**config.mk**
```make
export PLATFORM = sky130hd
export DESIGN_NAME = amp_remote_cmd
export DESIGN_NICKNAME = d
export VERILOG_FILES = /design/src/design/amp_remote_pkg.sv /design/src/design/amp_edge_filter.sv /design/src/design/amp_remote_cmd.sv
export SDC_FILE = /design/constraint.sdc
export NUM_CORES = 1
export LEC_CHECK = 0
export BUFFER_PORTS_ARGS = -buffer_cell sky130_fd_sc_hd__buf_4
export CORE_MARGIN = 2
export CORE_UTILIZATION = 40
export CTS_CLUSTER_SIZE = 8
export DETAILED_ROUTE_END_ITERATION = 8
export PLACE_DENSITY = 0.53
export SLEW_MARGIN = 20
export SYNTH_ARGS = -nofsm -noshare
export SYNTH_HDL_FRONTEND = slang
export SYNTH_SLANG_ARGS = --single-unit
export TNS_END_PERCENT = 10
```
**constraint.sdc**
```tcl
create_clock -name CLK -period 6.72 [get_ports CLK]
set_input_delay 0.672 -clock CLK [delete_from_list [all_inputs] [get_ports CLK]]
set_output_delay 0.672 -clock CLK [all_outputs]
set_load 0.01 [all_outputs]
```
**src/design/amp_remote_pkg.sv**
```systemverilog
package amp_remote_pkg;

    // ----------------------------------------
    // link and buffer sizes
    // ----------------------------------------
    localparam logic [7:0] LINE_FEED = 8'h0a;
    localparam int CMD_BYTES = 8;
    localparam int REPLY_BYTES = 24;
    localparam int REPLY_LEN_W = 5;

    // ----------------------------------------
    // apb register offsets
    // ----------------------------------------
    localparam logic [7:0] ADDR_CMD = 8'h00;
    localparam logic [7:0] ADDR_REPLY = 8'h04;
    localparam logic [7:0] ADDR_STATUS = 8'h08;

    // ----------------------------------------
    // status and reply register fields
    // ----------------------------------------
    localparam int ST_OPERATE = 0;
    localparam int ST_CP_LO = 1;
    localparam int ST_MAINS = 3;
    localparam int ST_PENDING = 4;
    localparam int ST_INTERLOCK = 5;
    localparam int ST_TEMP = 6;
    localparam int ST_PSU = 7;
    localparam int ST_CTRL = 8;
    localparam int REPLY_VALID_BIT = 8;

    // ----------------------------------------
    // command strings, right aligned
    // ----------------------------------------
    localparam logic [63:0] STR_REMOTE = "REMOTE";
    localparam logic [63:0] STR_LOCAL = "LOCAL";
    localparam logic [63:0] STR_OPERATE = 64'h414d505f4f4e;
    localparam logic [63:0] STR_STANDBY = 64'h414d505f4f4646;
    localparam logic [63:0] STR_OPQUERY = 64'h414d503f;
    localparam logic [63:0] STR_IDQUERY = "*IDN?";
    localparam logic [63:0] STR_RESET = "*RST";
    localparam logic [63:0] STR_CPQUERY = "CONTROL?";
    localparam logic [63:0] STR_HSQUERY = "STATUS?";

    // ----------------------------------------
    // reply strings, line feed included except in the indexed prefixes RPL_TEMP and RPL_PSU
    // ----------------------------------------
    localparam logic [191:0] RPL_OPERATE = 192'h414d505f4f4e0a;
    localparam logic [191:0] RPL_STANDBY = 192'h414d505f4f46460a;
    localparam logic [191:0] RPL_LOCAL = "LOCAL\n";
    localparam logic [191:0] RPL_GPIB = "GPIB\n";
    localparam logic [191:0] RPL_LAN = "LAN\n";
    localparam logic [191:0] RPL_TTL = "TTL\n";
    localparam logic [191:0] RPL_SYS_OK = "SYSTEM_OK\n";
    localparam logic [191:0] RPL_INTERLOCK = "Interlock External\n";
    localparam logic [191:0] RPL_TEMP = "Temperature ";
    localparam logic [191:0] RPL_PSU = "PowerSupply ";
    localparam logic [191:0] RPL_CTRL = "Control Fault\n";
    localparam logic [4:0] LEN_OPERATE = 5'h07;
    localparam logic [4:0] LEN_STANDBY = 5'h08;
    localparam logic [4:0] LEN_LOCAL = 5'h06;
    localparam logic [4:0] LEN_GPIB = 5'h05;
    localparam logic [4:0] LEN_LAN = 5'h04;
    localparam logic [4:0] LEN_TTL = 5'h04;
    localparam logic [4:0] LEN_SYS_OK = 5'h0a;
    localparam logic [4:0] LEN_INTERLOCK = 5'h13;
    localparam logic [4:0] LEN_INDEXED = 5'h0e;
    localparam logic [4:0] LEN_CTRL = 5'h0e;

    // ----------------------------------------
    // discrete input filter
    // ----------------------------------------
    localparam int CLK_MHZ = 50;
    localparam int FILTER_TIME_US = 5000;
    localparam int FILTER_CYCLES = FILTER_TIME_US * CLK_MHZ;

    typedef enum logic [1:0] {CP_LOCAL, CP_GPIB, CP_LAN, CP_TTL} cp_t;

endpackage : amp_remote_pkg

```
**src/design/amp_edge_filter.sv**
```systemverilog
`timescale 1ns/1ns
`default_nettype none
module amp_edge_filter #(
    parameter int FILTER = 250000
) (
    input wire logic clk,
    input wire logic rst,
    input wire logic pin_n,
    output logic fall
);
    import amp_remote_pkg::*;

    logic meta_r;
    logic sync_r;
    logic stable_r;
    logic primed_r;
    logic [31:0] cnt_r;
    logic done;

    always_ff @(posedge clk) begin
        if (rst) begin
            meta_r <= 1'b1;
            sync_r <= 1'b1;
        end else begin
            meta_r <= pin_n;
            sync_r <= meta_r;
        end
    end

    assign done = (cnt_r == 32'(FILTER - 1));

    // ----------------------------------------
    // level filter
    // ----------------------------------------
    // RL19 bounce filter
    always_ff @(posedge clk) begin
        if (rst) begin
            cnt_r <= 32'h0;
        end else if ((sync_r == stable_r) && primed_r) begin
            cnt_r <= 32'h0;
        end else if (done) begin
            cnt_r <= 32'h0;
        end else begin
            cnt_r <= cnt_r + 32'h1;
        end
    end

    // first level taken silently: static low never fires
    // RL12 falling edge only
    always_ff @(posedge clk) begin
        if (rst) begin
            stable_r <= 1'b1;
            primed_r <= 1'b0;
            fall <= 1'b0;
        end else begin
            fall <= 1'b0;
            if (done) begin
                stable_r <= sync_r;
                primed_r <= 1'b1;
                fall <= primed_r && stable_r && !sync_r;
            end
        end
    end

endmodule : amp_edge_filter
`default_nettype wire

```
**src/design/amp_remote_cmd.sv**
```systemverilog
// The implementer's own choices: the APB interface to the registers and the register addresses.
`timescale 1ns/1ns
`default_nettype none
//
// Contract
// RL1 - commands end in one line feed
// RL2 - controller spaces commands 200 ms apart
// RL3 - nine command strings recognised
// RL4 - replies only to queries
// RL5 - operate query reports operate or standby
// RL6 - control query names one of four sources
// RL7 - health query without fault reports normal
// RL8 - health query reports fault with index
// RL9 - identification gives maker, model, serial
// RL10 - four active-high discrete status outputs
// RL11 - summary fault ORs every fault
// RL12 - discrete commands act on falling edge
// RL13 - discrete pulses 10 to 50 ms
// RL14 - toggle edge swaps local and discrete
// RL15 - discrete operate edge enters operate
// RL16 - power-on starts in local control
// RL17 - control changes only in standby
// RL18 - reset command clears latched fault
// RL19 - discrete inputs synchronised and filtered
// RL20 - unknown lines discarded silently
module amp_remote_cmd #(
    parameter int N_TEMP = 4,
    parameter int N_PSU = 4,
    parameter int FILTER = amp_remote_pkg::FILTER_CYCLES,
    parameter logic [191:0] ID_STRING = "MAKER0, MODEL0, 000\n",
    parameter logic [4:0] ID_LEN = 5'h14
) (
    input wire logic CLK,
    input wire logic SYS_RST,
    input wire logic PSEL,
    input wire logic PENABLE,
    input wire logic PWRITE,
    input wire logic [7:0] PADDR,
    input wire logic [31:0] PWDATA,
    output logic [31:0] PRDATA,
    output logic PREADY,
    output logic PSLVERR,
    input wire logic MAINS_IN,
    input wire logic INTERLOCK_FAULT,
    input wire logic [N_TEMP-1:0] TEMP_FAULT,
    input wire logic [N_PSU-1:0] PSU_FAULT,
    input wire logic CTRL_FAULT,
    input wire logic REMOTE_TOGGLE_N,
    input wire logic OPERATE_CMD_N,
    output logic MAINS_ON_OUT,
    output logic OPERATE_OUT,
    output logic TTL_REMOTE_OUT,
    output logic SUMMARY_ALARM_OUT
);
    import amp_remote_pkg::*;

    // ----------------------------------------
    // declarations
    // ----------------------------------------
    logic [63:0] buf_r;
    logic [3:0] len_r;
    logic over_r;
    logic operate_r;
    cp_t cp_r;
    logic [3:0] flt_r;
    logic [191:0] reply_r;
    logic [REPLY_LEN_W-1:0] reply_len_r;
    logic pin_meta_r;
    logic pin_sync_r;
    logic [N_TEMP+N_PSU+1:0] flt_meta_r;
    logic [N_TEMP+N_PSU+1:0] flt_sync_r;
    logic [3:0] flt_live;
    logic [1:0] pin_n, fall;
    logic acc, wr_cmd, rd_reply, mapped, lf, line_ok;
    logic h_remote, h_local, h_oper, h_stby, h_opq, h_idq, h_rst, h_cpq, h_hsq;
    logic query;
    logic [191:0] rpl_nxt;
    logic [4:0] rpl_len_nxt;
    logic [31:0] rd_nxt;
    assign acc = PSEL && PENABLE;
    assign mapped = (PADDR == ADDR_CMD) || (PADDR == ADDR_REPLY) || (PADDR == ADDR_STATUS);
    assign wr_cmd = acc && PWRITE && (PADDR == ADDR_CMD);
    assign rd_reply = acc && !PWRITE && (PADDR == ADDR_REPLY);
    assign PREADY = PENABLE;
    assign PSLVERR = acc && !mapped;
    // ----------------------------------------
    // input synchronisers
    // ----------------------------------------
    always_ff @(posedge CLK) begin
        if (SYS_RST) begin
            pin_meta_r <= 1'b0;
            pin_sync_r <= 1'b0;
            flt_meta_r <= '0;
            flt_sync_r <= '0;
        end else begin
            pin_meta_r <= MAINS_IN;
            pin_sync_r <= pin_meta_r;
            flt_meta_r <= {CTRL_FAULT, PSU_FAULT, TEMP_FAULT, INTERLOCK_FAULT};
            flt_sync_r <= flt_meta_r;
        end
    end
    assign flt_live = {flt_sync_r[N_TEMP+N_PSU+1], |flt_sync_r[N_TEMP+N_PSU:N_TEMP+1],
                       |flt_sync_r[N_TEMP:1], flt_sync_r[0]};
    // ----------------------------------------
    // discrete command inputs
    // ----------------------------------------
    assign pin_n = {OPERATE_CMD_N, REMOTE_TOGGLE_N};
    genvar gi;
    generate
        for (gi = 0; gi < 2; gi++) begin : g_pin
            // RL19 filter per input
            amp_edge_filter #(.FILTER(FILTER)) u_filt (
                .clk(CLK),
                .rst(SYS_RST),
                .pin_n(pin_n[gi]),
                .fall(fall[gi])
            );
        end
    endgenerate
    // ----------------------------------------
    // line assembly
    // ----------------------------------------
    assign lf = wr_cmd && (PWDATA[7:0] == LINE_FEED);
    assign line_ok = lf && !over_r;
    // RL1 line feed framing
    always_ff @(posedge CLK) begin
        if (SYS_RST || lf) begin
            buf_r <= 64'h0;
            len_r <= 4'h0;
            over_r <= 1'b0;
        end else if (wr_cmd) begin
            if (len_r == 4'(CMD_BYTES)) begin
                over_r <= 1'b1;
            end else begin
                buf_r <= {buf_r[55:0], PWDATA[7:0]};
                len_r <= len_r + 4'h1;
            end
        end
    end
    // RL3 command decode
    // RL20 no match, no action
    assign h_remote = line_ok && (buf_r == STR_REMOTE);
    assign h_local = line_ok && (buf_r == STR_LOCAL);
    assign h_oper = line_ok && (buf_r == STR_OPERATE);
    assign h_stby = line_ok && (buf_r == STR_STANDBY);
    assign h_opq = line_ok && (buf_r == STR_OPQUERY);
    assign h_idq = line_ok && (buf_r == STR_IDQUERY);
    assign h_rst = line_ok && (buf_r == STR_RESET);
    assign h_cpq = line_ok && (buf_r == STR_CPQUERY);
    assign h_hsq = line_ok && (buf_r == STR_HSQUERY);
    assign query = h_opq || h_idq || h_cpq || h_hsq;
    // ----------------------------------------
    // amplifier state
    // ----------------------------------------
    // RL16 local at power-on
    // RL17 standby-only changes
    // RL14 discrete toggle
    always_ff @(posedge CLK) begin
        if (SYS_RST) begin
            cp_r <= CP_LOCAL;
        end else if (!operate_r) begin
            if (fall[0] && (cp_r == CP_LOCAL)) begin
                cp_r <= CP_TTL;
            end else if (fall[0] && (cp_r == CP_TTL)) begin
                cp_r <= CP_LOCAL;
            end else if (h_remote) begin
                cp_r <= CP_LAN;
            end else if (h_local) begin
                cp_r <= CP_LOCAL;
            end
        end
    end
    // a fault forces standby; operate needs a clean latch
    // RL15 discrete operate
    always_ff @(posedge CLK) begin
        if (SYS_RST) begin
            operate_r <= 1'b0;
        end else if (|flt_r) begin
            operate_r <= 1'b0;
        end else if (fall[1] && (cp_r == CP_TTL)) begin
            operate_r <= 1'b1;
        end else if (h_oper && (cp_r == CP_LAN)) begin
            operate_r <= 1'b1;
        end else if (h_stby && (cp_r == CP_LAN)) begin
            operate_r <= 1'b0;
        end
    end
    // set wins over the reset command
    // RL18 fault latch clear
    always_ff @(posedge CLK) begin
        if (SYS_RST) begin
            flt_r <= 4'h0;
        end else if (h_rst) begin
            flt_r <= flt_live;
        end else begin
            flt_r <= flt_r | flt_live;
        end
    end
    // ----------------------------------------
    // reply builder
    // ----------------------------------------
    function automatic logic [7:0] low_index(input logic [15:0] v);
        logic [7:0] r;
        r = 8'h30;
        for (int i = 15; i >= 0; i--) begin
            if (v[i]) begin
                r = 8'(8'h30 + i);
            end
        end
        return r;
    endfunction : low_index
    always_comb begin
        rpl_nxt = 192'h0;
        rpl_len_nxt = 5'h0;
        if (h_opq) begin
            // RL5 operate state reply
            rpl_nxt = operate_r ? RPL_OPERATE : RPL_STANDBY;
            rpl_len_nxt = operate_r ? LEN_OPERATE : LEN_STANDBY;
        end else if (h_cpq) begin
            // RL6 control point reply
            case (cp_r)
                CP_LOCAL: {rpl_nxt, rpl_len_nxt} = {RPL_LOCAL, LEN_LOCAL};
                CP_GPIB: {rpl_nxt, rpl_len_nxt} = {RPL_GPIB, LEN_GPIB};
                CP_LAN: {rpl_nxt, rpl_len_nxt} = {RPL_LAN, LEN_LAN};
                default: {rpl_nxt, rpl_len_nxt} = {RPL_TTL, LEN_TTL};
            endcase
        end else if (h_idq) begin
            // RL9 identification reply
            {rpl_nxt, rpl_len_nxt} = {ID_STRING, ID_LEN};
        end else if (h_hsq) begin
            // RL8 fault priority and index
            if (flt_r[0]) begin
                {rpl_nxt, rpl_len_nxt} = {RPL_INTERLOCK, LEN_INTERLOCK};
            end else if (flt_r[1]) begin
                rpl_nxt = {RPL_TEMP[175:0], low_index(16'(flt_sync_r[N_TEMP:1])), LINE_FEED};
                rpl_len_nxt = LEN_INDEXED;
            end else if (flt_r[2]) begin
                rpl_nxt = {RPL_PSU[175:0],
                           low_index(16'(flt_sync_r[N_TEMP+N_PSU:N_TEMP+1])), LINE_FEED};
                rpl_len_nxt = LEN_INDEXED;
            end else if (flt_r[3]) begin
                {rpl_nxt, rpl_len_nxt} = {RPL_CTRL, LEN_CTRL};
            end else begin
                // RL7 normal health reply
                {rpl_nxt, rpl_len_nxt} = {RPL_SYS_OK, LEN_SYS_OK};
            end
        end
    end
    // first char in top byte
    // RL4 replies only on query
    always_ff @(posedge CLK) begin
        if (SYS_RST) begin
            reply_r <= 192'h0;
            reply_len_r <= '0;
        end else if (query) begin
            reply_r <= rpl_nxt << (8 * (REPLY_BYTES - int'(rpl_len_nxt)));
            reply_len_r <= rpl_len_nxt;
        end else if (rd_reply && (reply_len_r != '0)) begin
            reply_r <= {reply_r[183:0], 8'h00};
            reply_len_r <= reply_len_r - 5'h1;
        end
    end
    // ----------------------------------------
    // apb read data, captured in setup
    // ----------------------------------------
    always_comb begin
        rd_nxt = 32'h0;
        case (PADDR)
            ADDR_REPLY: begin
                rd_nxt[7:0] = reply_r[191:184];
                rd_nxt[REPLY_VALID_BIT] = (reply_len_r != '0);
            end
            ADDR_STATUS: begin
                rd_nxt[ST_OPERATE] = operate_r;
                rd_nxt[ST_CP_LO +: 2] = cp_r;
                rd_nxt[ST_MAINS] = pin_sync_r;
                rd_nxt[ST_PENDING] = (reply_len_r != '0);
                rd_nxt[ST_INTERLOCK] = flt_r[0];
                rd_nxt[ST_TEMP] = flt_r[1];
                rd_nxt[ST_PSU] = flt_r[2];
                rd_nxt[ST_CTRL] = flt_r[3];
            end
            default: rd_nxt = 32'h0;
        endcase
    end
    always_ff @(posedge CLK) begin
        if (SYS_RST) begin
            PRDATA <= 32'h0;
        end else if (PSEL && !PENABLE) begin
            PRDATA <= PWRITE ? 32'h0 : rd_nxt;
        end
    end
    // ----------------------------------------
    // discrete status outputs
    // ----------------------------------------
    // RL10 status outputs
    // RL11 summary alarm
    always_ff @(posedge CLK) begin
        if (SYS_RST) begin
            MAINS_ON_OUT <= 1'b0;
            OPERATE_OUT <= 1'b0;
            TTL_REMOTE_OUT <= 1'b0;
            SUMMARY_ALARM_OUT <= 1'b0;
        end else begin
            MAINS_ON_OUT <= pin_sync_r;
            OPERATE_OUT <= operate_r;
            TTL_REMOTE_OUT <= (cp_r == CP_TTL);
            SUMMARY_ALARM_OUT <= |flt_r;
        end
    end
endmodule : amp_remote_cmd
`default_nettype wire

```
==> metrics <==
final setup TNS 0 ps; vias in the first global route 21,400; CTS Buffer Depth 3; register area share after synthesis 33.7%; hold crit path type in2reg; Via-to-Cell Ratio 6.46; status finished, final reports clean; asr flop ratio synth 0%; CTS tree yes; area grow syn2layout 12.0%; Port Buffers 48; layout cells sized above 1 10.3%; Worst setup SP type flip-flop; CP Class reg2reg; first-pass GRT wire length 139 mm; Reg clk slew, reported paths 50 ps; Synth Flop Type dfxtp_1; Final WS setup 1000 ps; # hold bufs at CTS 0; Fmax 0.175 GHz; Worst Path Max Fanout 55; Starting Density 40.5%; endpoint class of the critical path flip-flop; CTS sink count 352; synth warn 0; row count 83; detailed placer's ending HPWL 68.2 mm; Worst path slowest cell nor4bb_1; Mean Syn Cell Area 7.28 µm²; Crit path required time 7150 ps; Clk Latency, worst-skew pair 620 ps; die height 232 µm; most frequent cells in the layout nor2_1, nand2_1, dfxtp_1; GPL Wtd Cong 1.05; postcts setup bufs 0; synth unique cells 103; Bufs and invs on worst path 4; die width 232 µm; Die ar. 0.0540 mm²; cell area power density 196 mW/mm²; Arr. time, crit path 6150 ps; post-place setup slack 923 ps; GRT Util Overall 34.3%; Synth Instances 2,867; Top Ports 96; commonest non-fill, non-tap cell in the layout nor2_1; Final Cell Area 0.0234 mm²; CP delay by family, top simple AND/OR/NAND/NOR gates; RSZ-0062 raised after global routing no; fin cells 3,541; per-cell routed wire length 26.8 µm; DRC 0; relative slew slack 26.0%; DRT Pass-1 Iters 6; DR vias 22,900; Fin Clk Skew 40.3 ps; CP peak stage delay 700 ps; Antenna Nets Post-Route 0; placed cells 3,484; CTS H-tree depth 2; GRT overflow 0; root buf cell clkbuf_16; ant diodes 0; period utilisation layout 85.1%; Total Wirelength 94.8 mm; pin count of the biggest net entering global routing 105; Synth Cell Area 0.0209 mm²; Num CTS Buffers 50; worst-path cell chain nor4bb_1 -> nand3_1 -> or4_1 -> nor4_2 -> a31oi_2 -> inv_2 -> ha_4 -> clkinv_1 -> o311ai_2 -> o21ai_4 -> buf_12 -> mux2i_1 -> buf_4 -> a221oi_1 -> nor3_1; Tightest Pin Transition 1100 ps; DP Area 0.0220 mm²; max-slew violation count 0; drt initial violations 2,816; Leak 8.43 nW; #FFs+latches synth 352; Final #Nets 2,926; Max VDD drop 198 µV; post-cts resize count 0; initial antenna violation count 1; Max-Cap Viols 0; setup violators final 0; Post-synth EDFFs 0; Core Region 0.0515 mm²; min Tclk post-route 5720 ps; final hold violation count 0
power by group:
group	leakage [nW]	total, mW	switching [mW]	internal (mW)
Sequential	2.84	2.11	0.00777	2.10
Combinational	4.92	0.195	0.146	0.0481
Clock	0.667	2.28	0.943	1.34
Total	8.43	4.59	1.10	3.49
flip-flops by register name, summed over array words and instances, names as in the netlist, 4 cells and up:
name,count
PRDATA,9
buf_r,64
flt_meta_r,10
flt_r,4
flt_sync_r,10
g_pin.u_filt.cnt_r,64
len_r,4
reply_len_r,5
reply_r,162
layout make-up:
type | count | area [µm²]
multi-input combinational | 2266 | 12800
fill | 5337 | 28100
clock inverter | 4 | 75.1
inverter | 30 | 113
clock buffer | 53 | 1280
sequential | 352 | 7050
timing repair buffer | 156 | 1240
tap | 680 | 851
worst paths after layout:
| path | start | endpoint | slack (ps) | cells after the start |
|---|---|---|---|---|
| setup / recovery | buf_r[4] | reply_r[184] | 1000 | 15 |
| hold reg to reg | g_pin[1].u_filt.meta_r | g_pin[1].u_filt.sync_r | 420 | 1 |
| hold / removal | REMOTE_TOGGLE_N | g_pin[0].u_filt.meta_r | 270 | 2 |
| setup reg to reg | buf_r[4] | reply_r[184] | 1000 | 15 |
cells in the mapped netlist, types with 12 or more instances:
cell type	instances	share of area, %
o31ai_1	17	0.61
o21ai_0	190	4.6
a221oi_1	32	1.3
and3_1	31	0.93
dfxtp_1	352	34
inv_1	28	0.50
or3_1	22	0.66
o21bai_1	18	0.65
ha_1	12	0.72
a211oi_1	36	1.3
nor3_1	132	3.2
or4_1	12	0.43
a21o_1	13	0.47
mux2i_1	47	2.3
a31oi_1	31	0.93
a22oi_1	24	0.86
nor2_1	409	7.4
buf_1	18	0.32
xnor2_1	19	0.80
nand4_1	58	1.7
nand3_1	94	2.3
xor2_1	38	1.6
and4_1	16	0.67
o22ai_1	16	0.48
a21oi_1	243	5.8
nor2b_1	25	0.75
buf_2	20	0.48
buf_4	28	1.0
nor4bb_1	14	0.67
o211ai_1	25	0.90
or2_2	14	0.42
nand2_1	381	6.8
clkbuf_1	166	3.0
nor4_1	50	1.5
through the flow:
step           util (%)  total power [mW]  hold slack [ps]
3_3_place_gp       42.8              2.34              409
4_1_cts            45.4              4.63              250
2_1_floorplan         -              2.26              389
3_5_place_dp       42.8              2.34              406
5_1_grt            45.4              4.73              260
6_report           45.4              4.59              269
cell families (layout without fill, tap and decap cells):
logic type	after synthesis	after routing	share of synthesized area, %
buf+inv	271	243	5.82
flops	352	352	33.7
simple gates	1338	1338	30.6
fa+ha+maj	12	12	0.719
xor+xnor	57	57	2.39
other cells	1	23	0.0180
mux	56	56	2.90
compound gates	780	780	23.8
per-layer routing:
metal  vias to the layer above  track usage, %  routed length [µm]
met4                         2            22.3                6920
met3                       350            6.69                8730
li1                      10300               -                   -
met1                     10900            44.5               38300
met5                         -               0                  13
met2                      1265            51.8               40800
No activity file was read; power rests on OpenSTA's default activity.
